**config.mk**
```make
export PLATFORM = sky130hd
export DESIGN_NAME = ald_datapath
export DESIGN_NICKNAME = d
export VERILOG_FILES = /design/src/ald_pkg.sv /design/src/ald_addsub8.sv /design/src/ald_datapath.sv
export VERILOG_INCLUDE_DIRS = /design/src
export SDC_FILE = /design/constraint.sdc
export NUM_CORES = 1
export LEC_CHECK = 0
export ABC_AREA = 1
export BUFFER_PORTS_ARGS = -buffer_cell sky130_fd_sc_hd__buf_4
export CORE_MARGIN = 2
export CORE_UTILIZATION = 40
export DETAILED_ROUTE_END_ITERATION = 6
export PLACE_DENSITY = 0.67
export SYNTH_ARGS = -nofsm -noshare
export SYNTH_HDL_FRONTEND = slang
export SYNTH_SLANG_ARGS = --single-unit
```
**constraint.sdc**
```tcl
create_clock -name mclk -period 7.45 [get_ports mclk]
set_clock_uncertainty 0.15 [all_clocks]
set_input_delay 1.1175 -clock mclk [delete_from_list [all_inputs] [get_ports mclk]]
set_output_delay 1.1175 -clock mclk [all_outputs]
set_load 0.1 [all_outputs]
```
**src/ald_consts.svh**
```systemverilog
// Purpose: Shared numeric constants of the arithmetic and logic datapath
// Assumes: Included by its bare name wherever a constant is needed
// Notes: Definitions only
`ifndef ALD_CONSTS_SVH
`define ALD_CONSTS_SVH

// ****************************************
// Status register bit positions
// ****************************************
`define ALD_SREG_C 3'h0
`define ALD_SREG_Z 3'h1
`define ALD_SREG_N 3'h2
`define ALD_SREG_V 3'h3
`define ALD_SREG_S 3'h4
`define ALD_SREG_H 3'h5
`define ALD_SREG_T 3'h6
`define ALD_SREG_I 3'h7

// ****************************************
// Reset values and limits
// ****************************************
`define ALD_SREG_RESET 8'h00
`define ALD_FLAGS_RESET 8'h00
`define ALD_BYTE_ZERO 8'h00
`define ALD_IO_BITOP_LAST 6'h1F
`define ALD_FLAG_IO_ADDR_DEF 5'h0E
`define ALD_WORD_IMM_MASK 8'h3F

`endif

```
**src/ald_pkg.sv**
```systemverilog
// Purpose: Types of the arithmetic and logic datapath
// Assumes: Constants live in ald_consts.svh
// Notes: Operation codes are set by the instruction decoder
package ald_pkg;

  // ****************************************
  // Operations
  // ****************************************
  typedef enum logic [3:0] {
    OP_NONE = 4'h0,
    OP_ADD = 4'h1,
    OP_ADD_CARRY = 4'h2,
    OP_WORD_ADD_IMM = 4'h3,
    OP_SUB = 4'h4,
    OP_SUB_IMM = 4'h5,
    OP_SUB_CARRY = 4'h6,
    OP_SUB_IMM_CARRY = 4'h7,
    OP_WORD_SUB_IMM = 4'h8,
    OP_AND = 4'h9,
    OP_AND_IMM = 4'hA,
    OP_OR = 4'hB,
    OP_OR_IMM = 4'hC,
    OP_XOR = 4'hD,
    OP_IO_BIT_CLEAR = 4'hE,
    OP_IO_BIT_SET = 4'hF
  } ald_op_t;

  // ****************************************
  // Sequencer states
  // ****************************************
  typedef enum logic [1:0] {
    ST_IDLE = 2'b01,
    ST_WORD_HIGH = 2'b10
  } ald_state_t;

  // ****************************************
  // Whole register state of the datapath
  // ****************************************
  typedef struct packed {
    ald_state_t state;
    logic ready;
    logic [7:0] sreg;
    logic [7:0] resLow;
    logic [7:0] resHigh;
    logic resValid;
    logic resWord;
    logic wordSub;
    logic [7:0] wordHigh;
    logic lowCarry;
    logic ioWrValid;
    logic [4:0] ioWrAddr;
    logic [7:0] ioWrData;
    logic ioRefused;
    logic [7:0] flags;
  } ald_regs_t;

endpackage

```
**src/ald_addsub8.sv**
```systemverilog
// Purpose: 8-bit adder and subtractor with carry, half carry and overflow
// Assumes: Purely combinational, shared by byte and word operations
// Notes: In subtract mode carry in and carry out mean borrow
module ald_addsub8 (
  // Operands
  input wire logic [7:0] a,
  input wire logic [7:0] b,
  input wire logic cin,
  input wire logic sub,
  // Results
  output logic [7:0] sum,
  output logic carryOut,
  output logic halfCarry,
  output logic overflow
);

  logic [7:0] cinWide;

  assign cinWide = {7'h00, cin};
  assign sum = sub ? 8'(a - b - cinWide) : 8'(a + b + cinWide);

  always_comb begin
    if (sub) begin
      carryOut = (~a[7] & b[7]) | (b[7] & sum[7]) | (sum[7] & ~a[7]);
      halfCarry = (~a[3] & b[3]) | (b[3] & sum[3]) | (sum[3] & ~a[3]);
      overflow = (a[7] & ~b[7] & ~sum[7]) | (~a[7] & b[7] & sum[7]);
    end else begin
      carryOut = (a[7] & b[7]) | (b[7] & ~sum[7]) | (~sum[7] & a[7]);
      halfCarry = (a[3] & b[3]) | (b[3] & ~sum[3]) | (~sum[3] & a[3]);
      overflow = (a[7] & b[7] & ~sum[7]) | (~a[7] & ~b[7] & sum[7]);
    end
  end

endmodule

```
**src/ald_datapath.sv**
```systemverilog
// Purpose: Arithmetic and logic instruction datapath of an 8-bit core
// Assumes: Decoder presents operands already read from the register file
// Notes: Results are registered; word operations occupy two cycles
//
// Functional notes
// - Add registers, optional carry, flags ZCNVH, one cycle
// - Word add immediate, flags ZCNVS, two cycles
// - Subtract registers, optional carry, ZCNVH, one cycle
// - Subtract immediate, flags ZCNVH, one cycle
// - Subtract immediate and carry, ZCNVH, one cycle
// - Word subtract immediate, flags ZCNVS, two cycles
// - AND register or constant, flags ZNV, one cycle
// - OR, OR constant, XOR; flags ZNV, one cycle
// - Writing one clears a status flag; zero keeps
// - I/O bit ops rewrite whole register, clearing flags
// - I/O bit ops reach addresses 0 to 31 only
`include "ald_consts.svh"

module ald_datapath #(
  parameter logic [4:0] FLAG_IO_ADDR = `ALD_FLAG_IO_ADDR_DEF
) (
  // Clock and reset
  input wire logic mclk,
  input wire logic rst,
  // Operation request from decoder
  input wire logic opValid,
  input wire ald_pkg::ald_op_t opCode,
  input wire logic [7:0] opDst,
  input wire logic [7:0] opDstHigh,
  input wire logic [7:0] opSrc,
  // I/O bit operation operands
  input wire logic [5:0] ioAddr,
  input wire logic [2:0] ioBitSel,
  input wire logic [7:0] ioReadData,
  // Peripheral events raising local flags
  input wire logic [7:0] flagEvent,
  // Answer to decoder
  output logic opReady,
  output logic resultValid,
  output logic resultWord,
  output logic [7:0] resultLow,
  output logic [7:0] resultHigh,
  output logic [7:0] sreg,
  // I/O write back
  output logic ioWriteValid,
  output logic [4:0] ioWriteAddr,
  output logic [7:0] ioWriteData,
  output logic ioRefused,
  // Local write-one-to-clear flags
  output logic [7:0] flagStatus
);
  import ald_pkg::*;

  // ****************************************
  // Elaboration checks
  // ****************************************
  if (FLAG_IO_ADDR > `ALD_IO_BITOP_LAST) begin : g_bad_flag_addr
    $error("FLAG_IO_ADDR must lie within the bit-addressable I/O range");
  end

  ald_regs_t cur;
  ald_regs_t next_cur;

  // ****************************************
  // Shared adder input selection
  // ****************************************
  logic inHigh;
  logic isWord;
  logic isSubOp;
  logic useCarry;
  logic [7:0] aluA;
  logic [7:0] aluB;
  logic aluCin;
  logic aluSub;
  logic [7:0] aluSum;
  logic aluCarry;
  logic aluHalf;
  logic aluOvf;

  assign inHigh = (cur.state == ST_WORD_HIGH);
  assign isWord = (opCode == OP_WORD_ADD_IMM) || (opCode == OP_WORD_SUB_IMM);
  assign isSubOp = (opCode == OP_SUB) || (opCode == OP_SUB_IMM) || (opCode == OP_SUB_CARRY)
    || (opCode == OP_SUB_IMM_CARRY) || (opCode == OP_WORD_SUB_IMM);
  assign useCarry = (opCode == OP_ADD_CARRY) || (opCode == OP_SUB_CARRY) || (opCode == OP_SUB_IMM_CARRY);

  // High pass of a word op applies only the low-byte carry or borrow to the upper byte
  assign aluA = inHigh ? cur.wordHigh : opDst;
  assign aluB = inHigh ? `ALD_BYTE_ZERO : (isWord ? (opSrc & `ALD_WORD_IMM_MASK) : opSrc);
  assign aluCin = inHigh ? cur.lowCarry : (useCarry & cur.sreg[`ALD_SREG_C]);
  assign aluSub = inHigh ? cur.wordSub : isSubOp;

  ald_addsub8 u_addsub (
    .a(aluA),
    .b(aluB),
    .cin(aluCin),
    .sub(aluSub),
    .sum(aluSum),
    .carryOut(aluCarry),
    .halfCarry(aluHalf),
    .overflow(aluOvf)
  );

  // ****************************************
  // Logic unit and I/O bit operation
  // ****************************************
  logic [7:0] logicRes;
  logic [7:0] bitMask;
  logic [7:0] ioBase;
  logic [7:0] ioNew;
  logic ioLocal;

  always_comb begin
    unique case (opCode)
      OP_AND, OP_AND_IMM: logicRes = opDst & opSrc;
      OP_OR, OP_OR_IMM: logicRes = opDst | opSrc;
      default: logicRes = opDst ^ opSrc;
    endcase
  end

  assign bitMask = 8'(8'h01 << ioBitSel);
  assign ioLocal = (ioAddr[4:0] == FLAG_IO_ADDR);
  // Local flags are read from here, others come from the decoder's read
  assign ioBase = ioLocal ? cur.flags : ioReadData;
  assign ioNew = (opCode == OP_IO_BIT_SET) ? (ioBase | bitMask) : (ioBase & ~bitMask);

  // ****************************************
  // Next state
  // ****************************************
  logic [7:0] flagClear;
  logic hiR15;
  logic hiDst15;

  always_comb begin
    next_cur = cur;
    next_cur.resValid = 1'b0;
    next_cur.ioWrValid = 1'b0;
    next_cur.ioRefused = 1'b0;
    flagClear = `ALD_BYTE_ZERO;
    hiR15 = aluSum[7];
    hiDst15 = cur.wordHigh[7];
    unique case (cur.state)
      ST_IDLE: begin
        if (opValid) begin
          unique case (opCode)
            OP_ADD, OP_ADD_CARRY, OP_SUB, OP_SUB_IMM, OP_SUB_CARRY, OP_SUB_IMM_CARRY: begin
              // Flags S, T and I are left alone
              next_cur.resLow = aluSum;
              next_cur.resWord = 1'b0;
              next_cur.resValid = 1'b1;
              next_cur.sreg[`ALD_SREG_Z] = (aluSum == `ALD_BYTE_ZERO);
              next_cur.sreg[`ALD_SREG_C] = aluCarry;
              next_cur.sreg[`ALD_SREG_N] = aluSum[7];
              next_cur.sreg[`ALD_SREG_V] = aluOvf;
              next_cur.sreg[`ALD_SREG_H] = aluHalf;
            end
            OP_WORD_ADD_IMM, OP_WORD_SUB_IMM: begin
              // Low byte now, upper byte and flags ZCNVS next cycle
              next_cur.resLow = aluSum;
              next_cur.lowCarry = aluCarry;
              next_cur.wordHigh = opDstHigh;
              next_cur.wordSub = isSubOp;
              next_cur.state = ST_WORD_HIGH;
              next_cur.ready = 1'b0;
            end
            OP_AND, OP_AND_IMM, OP_OR, OP_OR_IMM, OP_XOR: begin
              next_cur.resLow = logicRes;
              next_cur.resWord = 1'b0;
              next_cur.resValid = 1'b1;
              next_cur.sreg[`ALD_SREG_Z] = (logicRes == `ALD_BYTE_ZERO);
              next_cur.sreg[`ALD_SREG_N] = logicRes[7];
              next_cur.sreg[`ALD_SREG_V] = 1'b0;
            end
            OP_IO_BIT_CLEAR, OP_IO_BIT_SET: begin
              if (ioAddr > `ALD_IO_BITOP_LAST) begin
                next_cur.ioRefused = 1'b1;
              end else begin
                next_cur.ioWrValid = 1'b1;
                next_cur.ioWrAddr = ioAddr[4:0];
                next_cur.ioWrData = ioNew;
                if (ioLocal) begin
                  flagClear = ioNew;
                end
              end
            end
            default: begin
              next_cur.ready = 1'b1;
            end
          endcase
        end
      end
      ST_WORD_HIGH: begin
        next_cur.resHigh = aluSum;
        next_cur.resWord = 1'b1;
        next_cur.resValid = 1'b1;
        next_cur.state = ST_IDLE;
        next_cur.ready = 1'b1;
        next_cur.sreg[`ALD_SREG_Z] = ({aluSum, cur.resLow} == 16'h0000);
        next_cur.sreg[`ALD_SREG_N] = hiR15;
        if (cur.wordSub) begin
          next_cur.sreg[`ALD_SREG_V] = hiDst15 & ~hiR15;
          next_cur.sreg[`ALD_SREG_C] = hiR15 & ~hiDst15;
          next_cur.sreg[`ALD_SREG_S] = (hiR15 ^ (hiDst15 & ~hiR15));
        end else begin
          next_cur.sreg[`ALD_SREG_V] = ~hiDst15 & hiR15;
          next_cur.sreg[`ALD_SREG_C] = ~hiR15 & hiDst15;
          next_cur.sreg[`ALD_SREG_S] = (hiR15 ^ (~hiDst15 & hiR15));
        end
      end
      default: begin
        next_cur.state = ST_IDLE;
        next_cur.ready = 1'b1;
      end
    endcase
    // A new event beats a clear in the same cycle
    next_cur.flags = (cur.flags & ~flagClear) | flagEvent;
  end

  // ****************************************
  // State register
  // ****************************************
  always_ff @(posedge mclk or posedge rst) begin
    if (rst) begin
      cur.state <= ST_IDLE;
      cur.ready <= 1'b1;
      cur.sreg <= `ALD_SREG_RESET;
      cur.resLow <= `ALD_BYTE_ZERO;
      cur.resHigh <= `ALD_BYTE_ZERO;
      cur.resValid <= 1'b0;
      cur.resWord <= 1'b0;
      cur.wordSub <= 1'b0;
      cur.wordHigh <= `ALD_BYTE_ZERO;
      cur.lowCarry <= 1'b0;
      cur.ioWrValid <= 1'b0;
      cur.ioWrAddr <= 5'h00;
      cur.ioWrData <= `ALD_BYTE_ZERO;
      cur.ioRefused <= 1'b0;
      cur.flags <= `ALD_FLAGS_RESET;
    end else begin
      cur <= next_cur;
    end
  end

  // ****************************************
  // Outputs, each straight from a flip-flop
  // ****************************************
  assign opReady = cur.ready;
  assign resultValid = cur.resValid;
  assign resultWord = cur.resWord;
  assign resultLow = cur.resLow;
  assign resultHigh = cur.resHigh;
  assign sreg = cur.sreg;
  assign ioWriteValid = cur.ioWrValid;
  assign ioWriteAddr = cur.ioWrAddr;
  assign ioWriteData = cur.ioWrData;
  assign ioRefused = cur.ioRefused;
  assign flagStatus = cur.flags;

endmodule

```
After elaboration in Yosys (flattened, before gate mapping)
Cells that the tools add are included.
{ "totals": {"latchBits": 0, "ram_bits": 0, "register_bits": 60, "romBits": 0, "n_memories": 0, "out_inout_bits": 50} }
{ "op_classes": {"addsub": 4, "mul": 0, "bitwise": 49, "n_mux": 36, "n_div": 0, "n_eq_ne": 24, "reduce_logical": 30, "magnitude_cmp": 1, "shifts": 1} }
{ "op_table": {"columns": ["op", "n"], "rows": [
  ["8-bit 2-to-1 mux", 11],
  ["4-bit == test, second input constant", 8],
  ["8-bit one-hot mux with 2 select lines", 2],
  ["15-bit 2-to-1 mux", 2],
  ["27-bit 2-to-1 mux", 1],
  ["8-bit AND", 3],
  ["8-bit OR", 3],
  ["1-bit AND", 21],
  ["3-bit AND reduction", 6],
  ["4-bit by 3-bit == test with 1-bit output, second input constant", 4],
  ["16-bit logical NOT", 1],
  ["8-bit logical NOT", 2],
  ["8-bit NOT", 2],
  ["14-bit 2-to-1 mux", 1],
  ["13-bit OR reduction", 1],
  ["12-bit 2-to-1 mux", 1],
  ["11-bit OR reduction", 1],
  ["10-bit 2-to-1 mux", 1],
  ["1-bit OR", 10],
  ["8-bit by 1-bit adder with 8-bit output", 1],
  ["8-bit adder", 1],
  ["4-bit by 2-bit == test with 1-bit output, second input constant", 2],
  ["1-bit 2-to-1 mux", 8],
  ["4-bit one-hot mux with 2 select lines", 1],
  ["other kinds (27)", 51]
]} }

Depth between registers and ports, before layout
Gate-level depths: netlist (run 1).
{ "depth": {"word_depth": 15, "mapped_depth": 26} }

By module
From an unflattened synthesis (run 1), not the netlist that was laid out.
{ "hier_totals": {"cells_unflattened": 709, "hier_area_um2": 4947.2} }
{ "modules_own_cells": {"columns": ["mod", "seq_area_each_um2", "cells_each", "area_each_um2", "n_inst"], "rows": [
  ["ald_datapath", 1503.9, 529, 3870.0, 1],
  ["ald_addsub8", 0.0, 180, 1077.3, 1]
]} }

Worst setup path after synthesis (run 1)
OpenSTA, ideal clock, no wires.
{ "synth_timing": {"kind": "flip-flop to flip-flop", "start": "register cur[60] (netlist name)", "end": "register, netlist name sreg[1]", "required_time_ps": 7182, "slack_ps": 3766, "period_less_slack_ps": 3684, "n_path_buf": 3, "stages_incl_launch_ff": 24, "setup_time_ps": 118, "arrival_time_ps": 3417, "cell_sequence": "dfstp_2 inv_1 ha_1 buf_4 clkbuf_1 buf_1 o21ai_0 ha_1 nand2_2 nand2_4 fa_1 nand3_1 nand2_1 nand2_2 nand2_1 a21oi_1 xor2_1 nand2_1 nand2_1 inv_1 nand3_1 nor2_1 a21oi_1 nor2_1"} }
{ "synth_between": {"elab_chain_cells": 9, "elab_cells_between_ends": 20, "cone_classes": "4 x add/sub; 4 x eq/ne; 8 x mux; 4 x reduce/logical"} }
{ "synth_rtl": {"columns": ["element", "line_no", "rtl"], "rows": [
  ["from (decl)", "ald_datapath.sv:61", "ald_regs_t cur;"],
  ["from (signal assigned)", "ald_datapath.sv:239", "cur <= next_cur;"],
  ["2-bit == test", "ald_datapath.sv:80, ald_datapath.sv:141", null],
  ["8-bit 2-to-1 mux (on tied branches)", "ald_datapath.sv:87, ald_datapath.sv:88", null],
  ["8-bit adder or 8-bit subtractor (tied branches)", "ald_addsub8.sv:20", "assign sum = sub ? 8'(a - b - cinWide) : 8'(a + b + cinWide);"],
  ["8-bit by 1-bit adder with 8-bit output or 8-bit by 1-bit subtractor with 8-bit output (tied branches)", "ald_addsub8.sv:20", null],
  ["8-bit 2-to-1 mux", "ald_addsub8.sv:20", null],
  ["8-bit logical NOT (no source line)", null, null],
  ["3-bit one-hot mux with 2 select lines", "ald_datapath.sv:144", "unique case (opCode)"],
  ["12-bit 2-to-1 mux", "ald_datapath.sv:143", "if (opValid) begin"],
  ["4-bit one-hot mux with 2 select lines", "ald_datapath.sv:141", "unique case (cur.state)"]
]} }
Several ways; a longest one is shown, not always the timed one. The select of a mux whose other input is x is not followed.
A chain may end at the register's enable or synchronous reset.

Worst setup path in the final report (run 1)
{ "layout_timing": {"start": "register cur[60] (netlist name)", "end": "register, netlist name sreg[1]"} }
{ "layout_between": {"elab_chain_cells": 9, "elab_cells_between_ends": 20, "cone_classes": "4 x add/sub; 4 x eq/ne; 8 x mux; 4 x reduce/logical"} }
{ "layout_rtl": {"columns": ["element", "line_no"], "rows": [
  ["2-bit == test", "ald_datapath.sv:80, ald_datapath.sv:141"],
  ["8-bit 2-to-1 mux (on tied branches)", "ald_datapath.sv:87, ald_datapath.sv:88"],
  ["8-bit adder or 8-bit subtractor (tied branches)", "ald_addsub8.sv:20"],
  ["8-bit by 1-bit adder with 8-bit output or 8-bit by 1-bit subtractor with 8-bit output (tied branches)", "ald_addsub8.sv:20"],
  ["8-bit 2-to-1 mux", "ald_addsub8.sv:20"],
  ["8-bit logical NOT (no source line)", null],
  ["3-bit one-hot mux with 2 select lines", "ald_datapath.sv:144"],
  ["12-bit 2-to-1 mux", "ald_datapath.sv:143"],
  ["4-bit one-hot mux with 2 select lines", "ald_datapath.sv:141"]
]} }
Several ways; a longest one is shown, not always the timed one. The select of a mux whose other input is x is not followed.

==> results of run 1 <==
[cells in the final DEF (no fill, tap or decap), types with 2 or more instances in the layout]
cell        synthesis  routed
a21oi_1            11      11
a31oi_1             5       5
clkinv_2            0       2
dfstp_2             2       2
conb_1              1       2
inv_2               9      10
nand4_1             3       3
nand2_4             4       4
nor3_2              2       2
buf_4              48     105
nand3_4             2       2
o21ai_1            14      14
xor2_1              5       5
ha_1               40      40
nand2_1           162     162
o21ai_2             3       3
nand2_2            14      14
dfrtp_1            58      58
nand3_2             4       4
clkbuf_16           0       9
fa_1                2       2
nand3_1            46      46
o211ai_1           14      14
inv_1             100      99
nor4_1              4       4
nor2_2              6       6
o21ai_0            37      37
nor2_1             47      47
clkinvlp_4          0       2
o22ai_1             4       4
nor3_1              6       6
[metal layers]
metal,part of all wire,vias to the layer above,GRT usage
met5,0,-,0
met4,0.030,0,0.103
met3,0.061,22,0.0337
met2,0.46,159,0.334
met1,0.45,2086,0.276
li1,-,2239,-
[area by class of cell]
class                   count  area (um2)  share of cell area
clock inverters             6        63.8              0.0111
multi-input cells         451        2590               0.449
flip-flops and latches     60        1500               0.261
repair buffers            105         788               0.137
well taps                 147         184              0.0319
inverters                 109         409              0.0709
clock buffers              10         229              0.0397
[worst max-delay path: stages (launching register included)]
cell	delay [ns]
dfstp_2	0.37
inv_1	0.08
ha_1	0.15
buf_4	0.37
nor2_1	0.09
nand3_1	0.17
nand2_2	0.09
or2_2	0.29
o21ai_0	0.08
inv_1	0.06
ha_1	0.18
inv_1	0.05
nand2_1	0.09
fa_1	0.41
nor2_1	0.16
nor2_1	0.06
nor2_1	0.16
o21ai_1	0.09
nand2_1	0.07
nand2_1	0.06
nand2_1	0.05
nand3_1	0.06
nand2_1	0.12
inv_1	0.06
nand3_1	0.07
nor2_1	0.06
a21oi_1	0.14
nor2_1	0.05
[cells by family (layout without fill, tap and decap cells)]
group	after synthesis	count (layout)	share of synthesized area
AOI/OAI and AO/OA	96	96	0.116
buffers and inverters	167	230	0.168
other	1	2	0.000763
adders and majority gates	42	42	0.110
DFF	60	60	0.306
xor gates and xnor gates	6	6	0.0107
and+or+nand+nor	305	305	0.289
[cell usage after synthesis, types with 2 or more instances]
cell type / instances
inv_2: 9
o21ai_0: 37
dfstp_2: 2
ha_1: 40
clkbuf_1: 5
fa_1: 2
o21ai_2: 3
nor2_2: 6
nor4_1: 4
inv_1: 100
nor2_1: 47
nand2_2: 14
a21oi_1: 11
buf_6: 2
nand2_4: 4
buf_2: 2
nand3_2: 4
nand3_1: 46
o21ai_1: 14
dfrtp_1: 58
nor3_1: 6
nand2_1: 162
nor3_2: 2
xor2_1: 5
a31oi_1: 5
buf_4: 48
o211ai_1: 14
nand4_1: 3
o22ai_1: 4
nand3_4: 2
[through the flow]
| step | std cells | hold WS (ns) | setup slack, ns | power [W] | cell area (um2) |
|---|---|---|---|---|---|
| after floorplan | 678 | 0.292 | 3.77 | 0.00176 | 4920 |
| after global placement | 872 | 0.307 | 3.23 | 0.00193 | 5480 |
| after detailed placement | 872 | 0.318 | 3.20 | 0.00194 | 5480 |
| after CTS | 888 | 0.332 | 3.50 | 0.00237 | 5770 |
| after global routing | 888 | 0.357 | 3.08 | 0.00249 | 5770 |
| final | 888 | 0.327 | 3.50 | 0.00235 | 5770 |
[power breakdown]
group          internal [W]  switching, W
clock              0.000259      0.000156
combinational      0.000318       0.00109
sequential         0.000451     0.0000721
[worst min-delay path by stage]
| stage | end | startpoint |
|---|---|---|
| global placement | cur[25]$_DFFE_PP0P_ | cur[25]$_DFFE_PP0P_ |
| floorplan | cur[24]$_DFFE_PP0P_ | cur[24]$_DFFE_PP0P_ |
| finish | resultHigh[7]$_DFFE_PP0P_ | resultHigh[7]$_DFFE_PP0P_ |
| global route | ioWriteAddr[2]$_DFFE_PP0P_ | ioWriteAddr[2]$_DFFE_PP0P_ |
| CTS | resultHigh[7]$_DFFE_PP0P_ | resultHigh[7]$_DFFE_PP0P_ |
| detailed placement | resultHigh[7]$_DFFE_PP0P_ | resultHigh[7]$_DFFE_PP0P_ |
[state kept, by name, summed over array words and instances, names as in the netlist]
signal and flops:
cur 12, flagStatus 8, ioRefused 1, ioWriteAddr 5
ioWriteData 8, ioWriteValid 1, opReady 1, resultHigh 8
resultLow 8, resultValid 1, resultWord 1, sreg 6
==> run metrics, run 1 <==
total grt overflow 0; Seq/Total Area, Yosys 0.306; initial antenna violation count 0; GRT Total Usage 0.209; Synth warnings 0; Via Count 4506; CP startpoint cur[60]$_DFFE_PP1P_; CP endpoint sreg[1]$_DFFE_PP0P_; Max Cap Viol 0; Max VDD drop 0.208 mV; Routed Antenna Nets 0; DRT Pass-1 Iters 5; Worst Reg-to-Reg Cells 27; clock-pin slew on the worst setup and hold paths 0.05 ns; first-pass GRT wire length 21.7 mm; LEAKAGE 3.07 nW; final setup fails 0; Ant. Diodes 0; Filler cells 1208; CP Launch Type register; CTS Root Cell clkbuf_16; Post-CTS Hold Fix Bufs 0; Fin. Hold Viols 0; largest cells by area after synthesis dfrtp_1 30%, nand2_1 12%, ha_1 10%; Max Clk Rate 0.253 GHz; routed length per instance 14.6 um; total core area 0.0120 mm2; area grow syn2layout 17.4%; reg-to-reg endpoint sreg[1]$_DFFE_PP0P_; RSZ-0062 raised after global routing no; CP required 7.53 ns; layout cell share with drive strength beyond 1 0.233; Worst R2R Setup Slack 3.50 ns; library cells used by synthesis 46; Yosys top cell area share 0.295; pins over their slew limit 0; setup bufs post-CTS 0; arrival time worst endpoint 4.03 ns; starting density of the core 0.409; Period Utilization, post-route 0.531; die height 115 um; Worst Hold Depth 2; CP Capture Type register; deepest clock path buffer count 2; Core Util, Final 0.480; Post-Syn Area 0.00492 mm2; number of global-route vias before repair 4466; Clock Sinks 60; Synth area leader dfrtp_1; worst skew pair latency 0.34 ns; min cycle time layout 3.95 ns; Max H-tree Level 3; die area 0.0132 mm2; P per Cell Area 407 mW/mm2; status complete, no violations; Port Buffers 103; clock tree from TritonCTS done; final WL 13.0 mm; EDFF count, synth 0; FF-to-FF Start cur[60]$_DFFE_PP1P_; setup_tns 0 ns; mean area per synthesized cell 7.26 um2; nets@finish 834; Max-slew headroom 0.384; IO Pins 106; HPWL Detailed 10.2 mm; ys flop type dfrtp_1; DRC 0; Seq cells post-synth 60; Tightest Pin Transition 0.919 ns; crit path kind reg -> reg; drt via density 5.07; Hold WC Path Type reg -> reg; row count 40; crit path max fanout 39; Starting DRT DRC Count 260; largest net degree at the start of global routing 61; GP Congestion 0.967; Synth async-reset ratio 1.00; chip width 115 um; TritonCTS Buffers 9; Cells after Synth 677; cts repair resizes 0
Power figures use the tool's default switching activity.
==> inputs of run 2 (changes only) <==
--- a/config.mk
+++ b/config.mk
@@ -6,7 +6,7 @@
 export SDC_FILE = /design/constraint.sdc
 export NUM_CORES = 1
 export LEC_CHECK = 0
-export ABC_AREA = 1
+export ABC_AREA = 0
 export BUFFER_PORTS_ARGS = -buffer_cell sky130_fd_sc_hd__buf_4
 export CORE_MARGIN = 2
 export CORE_UTILIZATION = 40
==> constraint.sdc (replaced) <==
create_clock -name mclk -period 3.7 [get_ports mclk]
set_clock_uncertainty 0.15 [all_clocks]
set_input_delay 0.555 -clock mclk [delete_from_list [all_inputs] [get_ports mclk]]
set_output_delay 0.555 -clock mclk [all_outputs]
set_load 0.1 [all_outputs]
==> run metrics, run 2 <==
HPWL Detailed 10.6 mm; total grt overflow 0; slack of the critical path -0.0911 ns; initial antenna violation count 0; Worst Reg-to-Reg Cells 16; Port Buffers 103; CP startpoint cur[60]$_DFFE_PP1P_; DRT Pass-1 Iters 4; final WL 13.4 mm; Max VDD drop 0.429 mV; Via Count 4378; most frequent cells in the layout 143 x buf_4, 83 x nand2_1, 58 x dfrtp_1, 52 x inv_1, 38 x nor2_1; CTS Root Cell clkbuf_16; Ant. Diodes 0; mean area per synthesized cell 8.57 um2; drt via density 5.16; Fin. Hold Viols 0; number of global-route vias before repair 4217; nets@finish 773; Starting DRT DRC Count 258; Tightest Pin Transition 0.603 ns; row count 40; largest cells by area after synthesis dfrtp_1 29%, ha_1 10%, buf_4 6.9%; DRC 0; Max H-tree Level 3; deepest clock path buffer count 2; final setup fails 4; total core area 0.0121 mm2; area grow syn2layout 25.2%; RSZ-0062 raised after global routing yes; Filler cells 1161; Post-CTS Hold Fix Bufs 0; CP endpoint sreg[3]$_DFFE_PP0P_; Synth top cells by count 83 x nand2_1, 58 x dfrtp_1, 55 x inv_1; TritonCTS Buffers 9; library cells used by synthesis 77; LEAKAGE 2.96 nW; Synth async-reset ratio 1.00; IO Pins 106; Max Clk Rate 0.264 GHz; GRT Total Usage 0.201; die area 0.0134 mm2; Seq cells post-synth 60; routed length per instance 15.8 um; CP required 3.76 ns; final instance area 0.00625 mm2; EDFF count, synth 0; Max-slew headroom 0.597; Synth area leader dfrtp_1; Cells after Synth 582; CP Capture Type register; FF-to-FF Start cur[60]$_DFFE_PP1P_; chip width 116 um; P per Cell Area 839 mW/mm2; Post-Syn Area 0.00499 mm2; Synth warnings 0; Post-DP Area 0.00586 mm2; reg-to-reg endpoint sreg[3]$_DFFE_PP0P_; Period Utilization, post-route 1.02; crit path kind reg -> reg; worst skew pair latency 0.33 ns; Max Cap Viol 0; crit path max fanout 5; GP Congestion 0.925; Yosys top cell area share 0.291; Seq/Total Area, Yosys 0.301; setup_tns -0.229 ns; die height 116 um; Clock Sinks 60; first-pass GRT wire length 21.0 mm; clock tree from TritonCTS done; Worst R2R Setup Slack -0.09 ns; status complete, but fails checks; min cycle time layout 3.79 ns; Hold WC Path Type in -> async; CP Launch Type register; Largest Register cur; pins over their slew limit 0; Routed Antenna Nets 0; max reg flops 12; clock-pin slew on the worst setup and hold paths 0.05 ns; arrival time worst endpoint 3.85 ns; failing checks negative setup slack; layout cell share with drive strength beyond 1 0.335; top-count cell post-synth nand2_1; most common cell after layout, fill and taps aside buf_4; largest net degree at the start of global routing 34; ys flop type dfrtp_1; starting density of the core 0.412
## run 2: changes by cell type in the layout (fill, tap and decap cells not counted), sizes merged, moves of 8 or more
cell,delta
nand2b,+8
nand2,-97
a21o,+11
o21ai,-13
a21oi,+10
o31ai,+8
o211ai,-10
nor2,-15
nand3,-44
mux2i,+9
buf,+41
inv,-55
mux2,+20
## run 2: worst min path at each step
| stage | slack [ns] | startpoint | cells after the start | to |
|---|---|---|---|---|
| floorplan | 0.30 | ioWriteAddr[0]$_DFFE_PP0P_ | 2 | ioWriteAddr[0]$_DFFE_PP0P_ |
| global placement | 0.31 | ioWriteAddr[3]$_DFFE_PP0P_ | 2 | ioWriteAddr[3]$_DFFE_PP0P_ |
| detailed placement | 0.32 | ioWriteAddr[0]$_DFFE_PP0P_ | 2 | ioWriteAddr[0]$_DFFE_PP0P_ |
| CTS | 0.17 | rst | 2 | resultHigh[2]$_DFFE_PP0P_ |
| global route | 0.20 | rst | 2 | resultLow[1]$_DFFE_PP0P_ |
| finish | 0.16 | rst | 2 | ioWriteAddr[0]$_DFFE_PP0P_ |
## run 2: final cells by class
class / instances / area [um2] / share of cell area
multi-input cells: 401 / 2950 / 0.472
flip-flops and latches: 60 / 1500 / 0.241
repair buffers: 146 / 1110 / 0.177
clock buffers: 11 / 233 / 0.0373
inverters: 57 / 215 / 0.0344
well taps: 168 / 210 / 0.0336
clock inverters: 5 / 28.8 / 0.00461
## run 2: logic make-up (layout without fill, tap and decap cells)
logic type / count (synthesis) / count (layout) / synth area share
fa+ha+maj: 42 / 42 / 0.108
compound gates: 133 / 133 / 0.192
simple gates: 184 / 184 / 0.179
xor+xnor: 11 / 11 / 0.0221
buf+inv: 122 / 219 / 0.133
mux: 29 / 29 / 0.0632
other cells: 1 / 2 / 0.000752
flops: 60 / 60 / 0.301
## run 2: power by group
part | switching (W) | total [W] | internal, W
Combinational | 0.00236 | 0.00339 | 0.00103
Clock | 0.000296 | 0.000745 | 0.000449
Sequential | 0.000186 | 0.00111 | 0.000922
## run 2: timing repair
item / in CTS / in global routing
buffers inserted: 0 / 3
endpoints found under the setup margin: 6 / 13
endpoints found under the hold margin: 0 / 0
resized for setup: 8 / 20
pin swaps: 4 / 13
cloned: 0 / 0
## run 2: metal layers
metal,vias to the layer above,part of all wire,global-route usage
li1,2149,-,-
met1,2097,0.46,0.270
met2,115,0.47,0.332
met3,17,0.048,0.0387
met4,0,0.016,0.0556
met5,-,0,0
## run 2: through the flow
stage | power (W) | setup slack (ns) | hold slack (ns) | cells | util
4_1_cts | 0.00517 | 0.00244 | 0.171 | 845 | 0.508
6_report | 0.00524 | -0.0911 | 0.155 | 848 | 0.516
5_1_grt | 0.00552 | -0.215 | 0.197 | 848 | 0.516
3_3_place_gp | 0.00434 | -0.0550 | 0.314 | 829 | 0.484
2_1_floorplan | 0.00381 | 0.00937 | 0.297 | 583 | -
3_5_place_dp | 0.00438 | -0.106 | 0.316 | 829 | 0.484
## run 2: worst max-delay path: stages (launching register included)
cell and delay [ns]:
dfstp_2 0.53, inv_2 0.05, ha_4 0.17, and4bb_4 0.35
buf_6 0.11, a31oi_4 0.07, ha_2 0.18, or2_4 0.25
ha_4 0.15, and2b_2 0.24, o221ai_4 0.12, o41ai_4 0.42
o211ai_1 0.19, o2111ai_4 0.19, buf_6 0.16, mux2i_2 0.20
o211ai_1 0.11
==> inputs of run 3 (changes only) <==
--- a/config.mk
+++ b/config.mk
@@ -10,6 +10,7 @@
 export BUFFER_PORTS_ARGS = -buffer_cell sky130_fd_sc_hd__buf_4
 export CORE_MARGIN = 2
 export CORE_UTILIZATION = 40
+export CTS_BUF_LIST = sky130_fd_sc_hd__clkbuf_8
 export DETAILED_ROUTE_END_ITERATION = 6
 export PLACE_DENSITY = 0.67
 export SYNTH_ARGS = -nofsm -noshare
==> run metrics, run 3 (synthesis results as in run 2) <==
final WL 13.3 mm; P per Cell Area 813 mW/mm2; final setup fails 0; pins over their slew limit 0; initial antenna violation count 0; Via Count 4350; number of global-route vias before repair 4214; IO Pins 106; arrival time worst endpoint 3.75 ns; clock-pin slew on the worst setup and hold paths 0.07 ns; Period Utilization, post-route 0.986; Overall Power 0.00498 W; total grt overflow 0; LEAKAGE 2.91 nW; routing usage on met1 0.267; GRT Total Usage 0.199; GR met3 Demand/Resource 0.0361; Fin. Hold Viols 0; min cycle time layout 3.65 ns; CP Launch Type register; deepest clock path buffer count 2; starting density of the core 0.412; grt met2 use 0.331; RSZ-0062 raised after global routing yes; layout cell share with drive strength beyond 1 0.334; placed insts 829; drt via density 5.14; row count 40; area grow syn2layout 22.7%; chip width 116 um; die height 116 um; Max-slew headroom 0.602; die area 0.0134 mm2; Ant. Diodes 0; status complete, no violations; TritonCTS Buffers 9; Max H-tree Level 3; Clock Sinks 60; most common cell after layout, fill and taps aside buf_4; Filler cells 1181; DRC 0; clock tree from TritonCTS done; nets@finish 772; Post-CTS Hold Fix Bufs 0; Port Buffers 103; total core area 0.0121 mm2; max reg flops 12; Starting DRT DRC Count 255; first-pass GRT wire length 20.9 mm; GP Congestion 0.925; slack of the critical path 0.0514 ns; Max Cap Viol 0; Placement Setup Slack -0.106 ns; HPWL Detailed 10.6 mm; Largest Register cur; hold slack 0.144 ns; crit path max fanout 5; worst skew pair latency 0.34 ns; DRT Pass-1 Iters 5; Max Clk Rate 0.274 GHz; CP Capture Type register; CTS Root Cell clkbuf_8; CP required 3.80 ns; fin cells 847; layer carrying the most global-route usage met2; Max VDD drop 0.424 mV; crit path kind reg -> reg; Tightest Pin Transition 0.596 ns; Hold WC Path Type in -> async; largest net degree at the start of global routing 34; most frequent cells in the layout 143 x buf_4, 83 x nand2_1, 58 x dfrtp_1, 54 x inv_1, 37 x nor2_1; Routed Antenna Nets 0; routed length per instance 15.7 um
==> run 3: cell types whose count changed in the layout (fill, tap and decap cells not counted), sizes merged <==
| cell | delta |
|---|---|
| buf | -1 |
| clkbuf | -2 |
| inv | +2 |
==> run 3: per-stage QoR <==
stage               area (um2)  setup TNS [ns]  utilization
floorplan                 5040               0            -
global placement          5860         -0.0583        0.484
detailed placement        5860          -0.280        0.484
CTS                       6060               0        0.500
global route              6120          -0.477        0.506
finish                    6120               0        0.506
==> run 3: power breakdown <==
part	switching [W]	internal, W	leakage [nW]	total [W]
clock	0.000261	0.000234	0.0951	0.000495
sequential	0.000182	0.000920	0.708	0.00110
combinational	0.00236	0.00102	2.11	0.00338
==> run 3: layout make-up <==
class                      instances  area (um2)  area share
multi-input combinational        401        2940       0.480
tap                              168         210      0.0343
clock inverter                     7        36.3     0.00592
clock buffer                       9         124      0.0202
timing repair buffer             145        1100       0.179
inverter                          57         215      0.0351
sequential                        60        1500       0.246
==> run 3: timing repair <==
item | 4_1_cts | 5_1_grt
setup buffers | 0 | 2
hold endpoints to repair | 0 | 0
setup endpoints to repair | 6 | 12
gates resized for setup | 9 | 18
pin swaps | 5 | 7
==> run 3: critical path: stages, from the launching register on <==
cell	delay [ns]
dfstp_2	0.54
inv_2	0.05
ha_4	0.17
and4bb_4	0.30
buf_4	0.11
a31oi_1	0.08
ha_2	0.18
or2_4	0.27
ha_4	0.15
and2b_2	0.24
o221ai_4	0.12
o41ai_4	0.29
a211o_2	0.18
o2111ai_4	0.15
or3_1	0.39
o31ai_2	0.17
==> run 3: worst paths after layout <==
kind                                            start                    endpoint  slack (ns)  depth (start not counted)
max in group asynchronous                         rst         cur[60]$_DFFE_PP1P_        2.38                          3
min in group mclk                        flagEvent[3]     flagStatus[3]$_DFF_PP0_        0.24                          2
setup reg to reg                  cur[60]$_DFFE_PP1P_         sreg[1]$_DFFE_PP0P_        0.05                         15
hold reg to reg            ioWriteAddr[0]$_DFFE_PP0P_  ioWriteAddr[0]$_DFFE_PP0P_        0.33                          2
hold / removal                                    rst  ioWriteAddr[1]$_DFFE_PP0P_        0.14                          2
setup / recovery                  cur[60]$_DFFE_PP1P_         sreg[1]$_DFFE_PP0P_        0.05                         15
==> run 3: layer usage <==
| metal | wire [um] | up-vias |
|---|---|---|
| met5 | 0 | - |
| met4 | 201 | 0 |
| met3 | 655 | 15 |
| met2 | 6300 | 119 |
| met1 | 6120 | 2079 |
| li1 | - | 2137 |
